<file path="config.mk">
export PLATFORM = sky130hd
export DESIGN_NAME = brad_matrix
export DESIGN_NICKNAME = d
export VERILOG_FILES = /design/src/logic/brad_pkg.sv /design/src/logic/brad_decode.sv /design/src/logic/brad_matrix.sv /design/src/logic/brad_strap.sv
export SDC_FILE = /design/constraint.sdc
export NUM_CORES = 1
export LEC_CHECK = 0
export ABC_AREA = 0
export BUFFER_PORTS_ARGS = -buffer_cell sky130_fd_sc_hd__buf_4
export CELL_PAD_IN_SITES_DETAIL_PLACEMENT = 1
export CELL_PAD_IN_SITES_GLOBAL_PLACEMENT = 1
export CORE_AREA = 2 2 192 194
export DETAILED_ROUTE_END_ITERATION = 7
export DIE_AREA = 0 0 194 196
export MAX_ROUTING_LAYER = met4
export PLACE_DENSITY = 0.72
export SLEW_MARGIN = 25
export SYNTH_ARGS = -nofsm -noshare
export SYNTH_HDL_FRONTEND = slang
export SYNTH_HIERARCHICAL = 1
export SYNTH_SLANG_ARGS = --single-unit
</file>
<file path="constraint.sdc">
create_clock -name clk -period 5.67 [get_ports clk]
set_input_delay 1.134 -clock clk [delete_from_list [all_inputs] [get_ports clk]]
set_output_delay 1.134 -clock clk [all_outputs]
set_load 0.01 [all_outputs]
</file>
<file path="src/logic/brad_pkg.sv">
package brad_pkg;
  // ****************************************************************
  // Address map
  // ****************************************************************
  localparam int          BANK_MSB          = 31;
  localparam int          BANK_LSB          = 28;
  localparam logic [3:0]  BANK_INTERNAL     = 4'h0;
  localparam logic [3:0]  BANK_EXT_FIRST    = 4'h1;
  localparam logic [3:0]  BANK_EXT_LAST     = 4'h8;
  localparam logic [3:0]  BANK_PERIPH       = 4'hF;
  // Boot area is the first Mbyte of bank zero: address bits 27..20 zero
  localparam int          INT_AREA_LSB      = 20;
  // Internal memories in bank zero, matched on address bits 27..12 (4K pages)
  localparam logic [15:0] INT_ROM_BASE      = 16'h0100;
  localparam logic [15:0] INT_ROM_LAST      = 16'h0107;
  localparam logic [15:0] INT_SRAM0_BASE    = 16'h0200;
  localparam logic [15:0] INT_SRAM1_BASE    = 16'h0300;
  localparam logic [15:0] INT_UHP_BASE      = 16'h0500;
  localparam logic [15:0] INT_UHP_LAST      = 16'h0503;
  // System controller window: top 16 Kbytes, registers from 0xFFFFE800
  localparam logic [31:0] SYSTEM_CONTROLLER_WIN_BASE     = 32'hFFFFC000;
  localparam logic [31:0] SYSTEM_CONTROLLER_REG_BASE     = 32'hFFFFE800;
  // External bus
  localparam int          EXT_ADDR_W        = 26;
  localparam int          NUM_CS            = 8;
  localparam int          BOOT_BUS_WIDTH    = 16;
  // Values after reset
  localparam logic        REMAP_RST         = 1'b0;
  localparam logic        BOOT_SEL_RST      = 1'b1;

  typedef enum logic [2:0] {
    BRAD_SL_NONE,
    BRAD_SL_ROM,
    BRAD_SL_SRAM0,
    BRAD_SL_SRAM1,
    BRAD_SL_UHP,
    BRAD_SL_EBI,
    BRAD_SL_APB
  } brad_slave_t;

  typedef enum logic [1:0] {
    BRAD_BOOT_ROM,
    BRAD_BOOT_EXT,
    BRAD_BOOT_SRAM
  } brad_boot_t;
endpackage : brad_pkg

</file>
<file path="src/logic/brad_decode.sv">
`timescale 1ns/1ps
// One per-master address decoder; every copy uses the same map
module brad_decode (
  input  wire logic              clk,
  input  wire logic              srst,
  input  wire logic              valid,
  input  wire logic [31:0]       addr,
  input  wire logic              remap_ok,
  input  wire brad_pkg::brad_boot_t boot_src,
  output brad_pkg::brad_slave_t  slave,
  output logic [7:0]             cs_onehot,
  output logic [31:0]            slave_addr,
  output logic                   abort,
  output logic                   system_controller_hit
);
  typedef struct packed {
    brad_pkg::brad_slave_t slave;
    logic [7:0]            cs;
    logic [31:0]           addr;
    logic                  abort;
    logic                  system_controller;
  } brad_dec_t;

  brad_dec_t st_r;
  brad_dec_t st_nxt;

  function automatic brad_pkg::brad_slave_t int_slave(input logic [15:0] sub);
    if (sub >= brad_pkg::INT_ROM_BASE && sub <= brad_pkg::INT_ROM_LAST)
      return brad_pkg::BRAD_SL_ROM;
    else if (sub == brad_pkg::INT_SRAM0_BASE)
      return brad_pkg::BRAD_SL_SRAM0;
    else if (sub == brad_pkg::INT_SRAM1_BASE)
      return brad_pkg::BRAD_SL_SRAM1;
    else if (sub >= brad_pkg::INT_UHP_BASE && sub <= brad_pkg::INT_UHP_LAST)
      return brad_pkg::BRAD_SL_UHP;
    else
      return brad_pkg::BRAD_SL_NONE;
  endfunction : int_slave

  assign slave      = st_r.slave;
  assign cs_onehot  = st_r.cs;
  assign slave_addr = st_r.addr;
  assign abort      = st_r.abort;
  assign system_controller_hit   = st_r.system_controller;

  always_comb begin
    logic [3:0] bank;
    logic [3:0] csn;
    bank   = addr[brad_pkg::BANK_MSB:brad_pkg::BANK_LSB];
    csn    = 4'h0;
    st_nxt = '0;
    st_nxt.slave = brad_pkg::BRAD_SL_NONE;
    st_nxt.addr  = addr;
    if (valid) begin
      case (bank)
        brad_pkg::BANK_INTERNAL: begin
          if (addr[27:brad_pkg::INT_AREA_LSB] == 8'h00) begin
            case (remap_ok ? brad_pkg::BRAD_BOOT_SRAM : boot_src)
              brad_pkg::BRAD_BOOT_ROM:  st_nxt.slave = brad_pkg::BRAD_SL_ROM;
              brad_pkg::BRAD_BOOT_EXT: begin
                st_nxt.slave = brad_pkg::BRAD_SL_EBI;
                st_nxt.cs    = 8'h01;
              end
              brad_pkg::BRAD_BOOT_SRAM: st_nxt.slave = brad_pkg::BRAD_SL_SRAM0;
              default:                  st_nxt.slave = brad_pkg::BRAD_SL_NONE;
            endcase
          end else begin
            st_nxt.slave = int_slave(addr[27:12]);
          end
        end
        brad_pkg::BANK_PERIPH: begin
          st_nxt.slave = brad_pkg::BRAD_SL_APB;
          st_nxt.system_controller  = (addr >= brad_pkg::SYSTEM_CONTROLLER_WIN_BASE);
        end
        default: begin
          if (bank >= brad_pkg::BANK_EXT_FIRST && bank <= brad_pkg::BANK_EXT_LAST) begin
            csn          = bank - brad_pkg::BANK_EXT_FIRST;
            st_nxt.slave = brad_pkg::BRAD_SL_EBI;
            st_nxt.cs    = 8'h01 << csn[2:0];
            st_nxt.addr  = {6'h00, addr[brad_pkg::EXT_ADDR_W-1:0]};
          end
        end
      endcase
      st_nxt.abort = (st_nxt.slave == brad_pkg::BRAD_SL_NONE);
    end
    if (st_nxt.slave == brad_pkg::BRAD_SL_EBI && bank == brad_pkg::BANK_INTERNAL)
      st_nxt.addr = {6'h00, addr[brad_pkg::EXT_ADDR_W-1:0]};
  end

  always_ff @(posedge clk) begin
    if (srst) begin
      st_r       <= '0;
      st_r.slave <= brad_pkg::BRAD_SL_NONE;
    end else begin
      st_r <= st_nxt;
    end
  end
endmodule : brad_decode

</file>
<file path="src/logic/brad_matrix.sv">
`timescale 1ns/1ps
// Function
// - Split 4 GB into sixteen 256 MB banks on address bits 31..28.
// - Bank zero goes to internal memories with second-level decode on 4 KB pages (bits 27..12).
// - Banks 1 to 8 go to external bus, chip selects 0 to 7.
// - Each external chip select owns exactly one 256 MB bank.
// - Bank fifteen goes to peripherals through the APB bridge.
// - Unused regions, 0x90000000 to 0xEFFFFFFF included, return abort.
// - Every master has its own decoder, all with one map.
// - Processor masters see ROM, external boot or SRAM0 at address zero.
// - Area 0 to 0x000FFFFF reserved for boot memory; fetch starts at zero.
// - Boot pin high at reset, no remap: ROM at zero.
// - Boot pin low at reset, no remap: external chip select zero at zero.
// - Software remap puts SRAM0 at zero, regardless of boot pin.
// - Unaffected memories stay visible at their normal bases.
// - System controller windows decode in the top 16 KB.
// - External boot starts static controller byte-select, 16-bit, CS-controlled strobes.
// - System runs from slow clock at boot, RC or 32768 Hz.
// - Chip select one goes to SDRAM or static controller by configuration.
// - Chip select three optionally enables NAND flash logic.
// - External address bus carries up to 26 bits, 64 MB per select.
// - Boot select pin is sampled at reset to pick boot memory.
module brad_matrix #(
  parameter int NUM_MASTERS = 6
) (
  input  wire logic                        clk,
  input  wire logic                        srst,
  input  wire logic                        boot_select_pin,
  input  wire logic                        remap_set,
  input  wire logic                        remap_clear,
  input  wire logic                        cs1_sdram_sel,
  input  wire logic                        cs3_nand_en,
  input  wire logic [NUM_MASTERS-1:0]      m_valid,
  input  wire logic [NUM_MASTERS*32-1:0]   m_addr,
  output logic [NUM_MASTERS*3-1:0]         m_slave,
  output logic [NUM_MASTERS*8-1:0]         m_cs,
  output logic [NUM_MASTERS*32-1:0]        m_slave_addr,
  output logic [NUM_MASTERS-1:0]           m_abort,
  output logic [NUM_MASTERS-1:0]           m_system_controller_hit,
  output logic                             remap_active,
  output logic                             boot_from_rom,
  output logic                             slow_clock_boot,
  output logic                             smc_cs0_byte_select,
  output logic [4:0]                       smc_cs0_bus_width,
  output logic                             smc_cs0_rw_by_cs,
  output logic                             cs1_to_sdram,
  output logic                             cs3_nand_active
);
  // ****************************************************************
  // State
  // ****************************************************************
  typedef struct packed {
    logic remap;
    logic slow_clk;
    logic cs1_sdram;
    logic cs3_nand;
  } brad_top_t;

  brad_top_t st_r;
  brad_top_t st_nxt;
  logic      rom_sel;
  brad_pkg::brad_boot_t boot_cpu;
  brad_pkg::brad_boot_t boot_dma;

  brad_strap u_strap (
    .clk             (clk),
    .srst            (srst),
    .boot_select_pin (boot_select_pin),
    .boot_rom_sel    (rom_sel)
  );

  always_comb begin
    st_nxt = st_r;
    if (remap_set)
      st_nxt.remap = 1'b1;
    else if (remap_clear)
      st_nxt.remap = 1'b0;
    st_nxt.cs1_sdram = cs1_sdram_sel;
    st_nxt.cs3_nand  = cs3_nand_en;
    // Slow clock held set every cycle; no input clears it
    st_nxt.slow_clk  = 1'b1;
  end

  always_ff @(posedge clk) begin
    if (srst) begin
      st_r.remap     <= brad_pkg::REMAP_RST;
      st_r.slow_clk  <= 1'b1;
      st_r.cs1_sdram <= 1'b0;
      st_r.cs3_nand  <= 1'b0;
    end else begin
      st_r <= st_nxt;
    end
  end

  // ****************************************************************
  // Boot source at address zero
  // ****************************************************************
  // zero area selection
  always_comb begin
    if (st_r.remap)
      boot_cpu = brad_pkg::BRAD_BOOT_SRAM;
    else if (rom_sel)
      boot_cpu = brad_pkg::BRAD_BOOT_ROM;
    else
      boot_cpu = brad_pkg::BRAD_BOOT_EXT;
  end
  // Non-processor masters share the map; the zero alias follows the same choice
  assign boot_dma = boot_cpu;

  // ****************************************************************
  // Per-master decoders
  // ****************************************************************
  // one decoder per master
  for (genvar i = 0; i < NUM_MASTERS; i++) begin : g_dec
    brad_pkg::brad_slave_t sl;
    logic [7:0]            cs_raw;
    brad_decode u_dec (
      .clk        (clk),
      .srst       (srst),
      .valid      (m_valid[i]),
      .addr       (m_addr[i*32 +: 32]),
      .remap_ok   (st_r.remap),
      .boot_src   ((i < 2) ? boot_cpu : boot_dma),
      .slave      (sl),
      .cs_onehot  (cs_raw),
      .slave_addr (m_slave_addr[i*32 +: 32]),
      .abort      (m_abort[i]),
      .system_controller_hit   (m_system_controller_hit[i])
    );
    assign m_slave[i*3 +: 3] = sl;
    assign m_cs[i*8 +: 8]    = cs_raw;
  end

  // ****************************************************************
  // Status and external controller defaults
  // ****************************************************************
  assign remap_active        = st_r.remap;
  assign boot_from_rom       = rom_sel;
  assign slow_clock_boot     = st_r.slow_clk;
  assign smc_cs0_byte_select = 1'b1;
  assign smc_cs0_bus_width   = 5'(brad_pkg::BOOT_BUS_WIDTH);
  assign smc_cs0_rw_by_cs    = 1'b1;
  assign cs1_to_sdram        = st_r.cs1_sdram;
  assign cs3_nand_active     = st_r.cs3_nand;
endmodule : brad_matrix

</file>
<file path="src/logic/brad_strap.sv">
`timescale 1ns/1ps
// Samples the boot select pin through two flops and latches it at reset release
module brad_strap (
  input  wire logic clk,
  input  wire logic srst,
  input  wire logic boot_select_pin,
  output logic      boot_rom_sel
);
  typedef struct packed {
    logic meta;
    logic sync;
    logic held;
    logic armed;
  } brad_strap_t;

  brad_strap_t st_r;
  brad_strap_t st_nxt;

  assign boot_rom_sel = st_r.held;

  always_comb begin
    st_nxt      = st_r;
    st_nxt.meta = boot_select_pin;
    st_nxt.sync = st_r.meta;
    if (srst) begin
      st_nxt.armed = 1'b1;
      st_nxt.held  = brad_pkg::BOOT_SEL_RST;
    end else if (st_r.armed) begin
      // Capture at the first edge after release; pin ignored afterwards
      st_nxt.held  = st_r.sync;
      st_nxt.armed = 1'b0;
    end
  end

  always_ff @(posedge clk) begin
    st_r <= st_nxt;
  end
endmodule : brad_strap

</file>
==> impl_results.md, run 1 <==
- Critical Path Stages: 1
- Root buffer cell: clkbuf_16
- Ports: 487
- Mapped cell area: 9206 µm²
- CTS tree: yes
- Flop2flop setup slack: 3460 ps
- # clock sinks: 277
- Hold Crit Depth: 0
- Max Cap Viol: 0
- Total Power: 4901 µW
- Mapped Avg Cell Area: 10.57 µm²
- First drt pass iteration count: 4
- Fmax: 0.3588 GHz
- Top-area cell type share of the netlist area: 60.23%
- Fraction of registers with async set/reset: 0%
- Largest area contributor in the netlist: dfxtp_1
- Ratio of total power to cell area: 340.6 nW/µm²
- WL met1: 14,820 µm
- Worst-case vdd ir drop: 242.7 µV
- Worst EP required: 4540 ps
- Post-Route WL: 35,050 µm
- Synth top cells by count: 277 x dfxtp_1, 165 x nor2b_1, 53 x nor2_1
- Num CTS Buffers: 31
- Post-synth EDFFs: 0
- Outcome: finished clean
- Largest net degree at the start of global routing: 88
- Post-CTS sizing: 0
- Global-route wire length before repair: 52,380 µm
- I/O Buffers: 478
- Leak Pwr: 0.006391 µW
- Ys flop type: dfxtp_1
- Rows: 70
- Seq pwr share: 42.1%
- Worst slew margin: 47.67%
- Critical path's top delay family: flip-flops
- Depth of the most critical reg-to-reg path: 6
- Slew Viols, Final: 0
- Worst path cell trace: buf_4
- Cell count after synthesis: 871
- Gr ovfl total: 0
- H-tree Lvls: 1
- Setup TNS: 0 ps
- Vias in the first global route: 8,588
- Clock power share: 47.3%
- Worst-path clk slew: 60 ps
- Nets: 1,555
- DRC Markers: 0
- Placeable Area: 36,080 µm²
- Highest cell delay on the worst timing path: 840 ps
- Top Metal Used: met4
- Slowest-stage cell, CP: dfxtp_2
- Final Hold Viols: 0
- Clock buffer depth: 3
- Post-layout minimum cycle time: 2787 ps
- Die Area: 38,020 µm²
- Bufs and invs on worst path: 1
- DP Area: 13,190 µm²
- Via count: 8,110
- Routability cong.: 0.9353
- CP Capture Type: output port
- Arrival @ worst endpoint: 1650 ps
- Core Util, Final: 39.88%
- Top cells by area, synth: dfxtp_1 60%, nor2b_1 11%, and2_1 2.7%
- Antenna Nets Post-Route: 0
- Initial antenna violation count: 1
- Initial Util: 25.51%
- Pre-CTS setup slack: 2895 ps
- Worst Path Max Fanout: 37
- Worst-margin pin slew: 785.0 ps
- Setup Fix Bufs, Post-CTS: 0
- PnR worst setup slack: 2883 ps
- Via-per-instance ratio: 4.400
- Reported net switching power: 1118 µW
- Synth Register Bits: 277
- Setup Skew: 10.52 ps
- Finish-stage setup viols: 0
- Sw frac: 22.81%
- Die height: 196 µm
- DRT iter0 DRCs: 286
- Fin crit share: 49.16%
- WL per Instance: 19.02 µm
- DR WL met3: 2034 µm
- CP Launch Type: register
- Seq/Total Area, Yosys: 60.23%
- Count leader, synth: dfxtp_1
- YS warnings: 6
- HPWL after detailed placement: 27,240 µm
- RSZ-0062 raised after global routing: false
- GRT Total Usage: 18.12%
- Finished Cell Area: 14,390 µm²
- Min-Delay Path Class: register to register
- Die X: 194 µm
- Met2 routed wirelength: 17,320 µm
- Worst setup path class: register to output port
- Pint: 3783 µW
- Combinational fraction of design power: 10.6%
- Layout cells sized above 1: 41.99%
- Later-pin clock latency in the skew report: 550 ps
- Area grow syn2layout: 56.31%
- Hold Buf Count CTS: 0
- Distinct cells, synth: 55
==> area by class of cell <==
type | count | area (µm²)
Antenna cell | 1 | 2.502
Clock buffer | 40 | 869.6
Clock inverter | 17 | 324.1
Fill cell | 4114 | 21690
Inverter | 12 | 45.04
Multi-Input combinational cell | 547 | 3402
Sequential cell | 277 | 5547
Tap cell | 468 | 585.6
Timing Repair Buffer | 481 | 3615
==> stage by stage <==
step                      hold WS [ps]  cells
after floorplan                  309.6    877
after global placement           312.6   1785
after detailed placement         314.3   1785
after CTS                        328.5   1842
after global routing             344.3   1843
final                            328.1   1843
==> sequential cells by signal, summed over array words and instances, names as in the netlist <==
register,count
g_dec.u_dec/slave_addr,192
u_strap/st_nxt,1
cs1_to_sdram,1
u_strap/st_r,2
g_dec.u_dec/system_controller_hit,6
remap_active,1
g_dec.u_dec/abort,6
u_strap/boot_rom_sel,1
g_dec.u_dec/slave,18
g_dec.u_dec/cs_onehot,48
cs3_nand_active,1
==> logic make-up (layout without fill, tap and decap cells) <==
logic type             after synthesis  count (layout)  share of synthesized area, %
AND/OR/NAND/NOR                    456             456                         30.27
buffers and inverters               53             550                         3.139
flip-flops                         277             277                         60.23
other                                2               9                       0.08157
AO/OA/AOI/OAI                       83              83                         6.279
==> final timing paths <==
kind / end / startpoint
setup / recovery: remap_active / remap_active
hold / removal: u_strap/st_r[2] / u_strap/st_nxt[2]
setup reg to reg: g_dec[3].u_dec/abort / remap_active
hold reg to reg: u_strap/st_r[2] / u_strap/st_nxt[2]
==> power by group through the flow <==
stage	registers (µW)	logic, µW	clock network, µW
after floorplan	2140	149	0
after global placement	2110	515	0
after detailed placement	2110	522	0
after CTS	2070	525	2380
after global routing	2070	560	2460
final	2060	520	2320
==> per-layer routing <==
metal / track usage, % / vias to the layer above
li1: - / 3909
met1: 21.83 / 3887
met2: 30.17 / 262
met3: 3.937 / 52
met4: 5.948 / 0
met5: - / -
==> placed cells by master (no fill, tap or decap), types with 6 or more instances in the layout <==
master	Yosys	final
dfxtp_1	277	276
or4_4	6	6
o21ai_0	16	16
nor2b_1	165	165
nor2_4	5	6
inv_1	12	12
a31oi_1	11	11
a211oi_1	6	6
nand2_1	37	37
and2_1	39	39
nand4_1	19	19
clkbuf_16	0	31
bufinv_16	0	9
nor2_1	53	52
nor4_1	20	20
a21oi_1	12	12
nor3b_1	6	6
or3_1	6	6
and4_1	6	6
nand2b_1	12	12
nor3_1	24	24
a21oi_2	6	6
clkbuf_8	4	6
buf_4	8	480
nand3_1	12	12
o41ai_1	10	10
conb_1	2	8
No activity file was read; power rests on OpenSTA's default activity.
==> run 2, diff against run 1 <==
- CORE_AREA: 2 2 192 194 -> 2 2 191 193
- DIE_AREA: 0 0 194 196 -> 0 0 193 195
- PLACE_DENSITY: 0.72 -> 0.73
- clock period: 5.67 -> 2.6 ns (I/O delays scaled with it)
==> impl_results.md, run 2 (same netlist as run 1, synthesis figures left out) <==
- Outcome: finished clean
- CTS tree: yes
- Pre-CTS setup slack: 504.2 ps
- Finish-stage setup viols: 0
- Ratio of total power to cell area: 704.1 nW/µm²
- Routability cong.: 0.9113
- Via count: 8,120
- Ports: 487
- Global-route wire length before repair: 51,720 µm
- Worst-case vdd ir drop: 507.9 µV
- Initial antenna violation count: 0
- Critical path's top delay family: flip-flops
- Nets: 1,560
- Commonest cells after routing, fill and taps aside: 484 x buf_4, 276 x dfxtp_1, 165 x nor2b_1
- Most common cell after layout, fill and taps aside: buf_4
- Num CTS Buffers: 31
- Clock buffer depth: 3
- GRT Total Usage: 18.35%
- Die height: 195 µm
- Arrival @ worst endpoint: 1460 ps
- Highest cell delay on the worst timing path: 650 ps
- Area grow syn2layout: 54.72%
- Worst EP required: 2080 ps
- PnR worst setup slack: 624.5 ps
- HPWL after detailed placement: 27,410 µm
- Fin crit share: 75.98%
- Setup TNS: 0 ps
- CP Launch Type: register
- Worst setup path class: register to output port
- WL per Instance: 19.01 µm
- Hold Buf Count CTS: 0
- CP Capture Type: output port
- Die Area: 37,640 µm²
- Antenna Nets Post-Route: 0
- # clock sinks: 277
- Post-Route WL: 34,910 µm
- Fmax: 0.5062 GHz
- Root buffer cell: clkbuf_16
- Placeable Area: 35,400 µm²
- Rows: 69
- Setup Skew: 9.152 ps
- Via-per-instance ratio: 4.423
- Layout cells sized above 1: 41.82%
- Finished Cell Area: 14,240 µm²
- Worst path cell trace: buf_4
- Min-Delay Path Class: primary input to register
- RSZ-0062 raised after global routing: false
- Worst-margin pin slew: 607.5 ps
- Slew Viols, Final: 0
- Max Cap Viol: 0
- Leak Pwr: 0.006339 µW
- H-tree Lvls: 1
- Post-CTS sizing: 0
- N_diodes: 0
- DRT iter0 DRCs: 281
- Bufs and invs on worst path: 1
- Final Hold Viols: 0
- Setup Fix Bufs, Post-CTS: 0
- Worst Path Max Fanout: 27
- Worst slew margin: 59.50%
- Max reg flops: 192
- I/O Buffers: 478
- Die X: 193 µm
- First drt pass iteration count: 4
- Largest net degree at the start of global routing: 59
- Post-layout minimum cycle time: 1975 ps
- DRC Markers: 0
- DP Area: 13,230 µm²
- Slowest-stage cell, CP: dfxtp_2
- Initial Util: 26.01%
- Worst-path clk slew: 60 ps
- Gr ovfl total: 0
- Vias in the first global route: 8,610
- Later-pin clock latency in the skew report: 560 ps
==> run 2: per-stage QoR <==
stage                     power, µW  util, %  cells  hold slack (ps)
after floorplan                4999        -    877            309.6
after global placement         5725    37.38   1783            313.3
after detailed placement       5745    37.38   1783            323.6
after CTS                     10170    40.24   1836            54.29
after global routing          10440    40.24   1836            57.97
final                         10030    40.24   1836            87.74
==> run 2: final timing paths <==
path | start | to | slack, ps | cells after the start
worst min register to register | u_strap/st_nxt[2] | u_strap/st_r[2] | 340 | 0
worst min-delay path | boot_select_pin | u_strap/st_nxt[2] | 90 | 1
worst max register to register | remap_active | g_dec[1].u_dec/abort | 630 | 6
worst max-delay path | remap_active | remap_active | 620 | 1
==> run 2: power breakdown <==
| group | internal, µW | switching [µW] | total [µW] |
|---|---|---|---|
| sequential | 4430 | 66.8 | 4500 |
| combinational | 578 | 569 | 1150 |
| clock | 2640 | 1750 | 4380 |
| total | 7650 | 2380 | 10000 |
==> run 2: metal layers <==
metal	GRT usage [%]	wire length (µm)	up-vias
met3	3.595	2345	54
met5	-	0	-
met2	31.44	17310	270
met1	21.73	14370	3886
li1	-	-	3910
met4	5.247	885	0
==> run 2: area by class of cell <==
type	count	area (µm²)
Clock inverter	10	132.6
Fill cell	4075	21150
Tap cell	461	576.8
Sequential cell	277	5547
Multi-Input combinational cell	547	3397
Inverter	12	45.04
Timing Repair Buffer	486	3665
Clock buffer	43	880.8
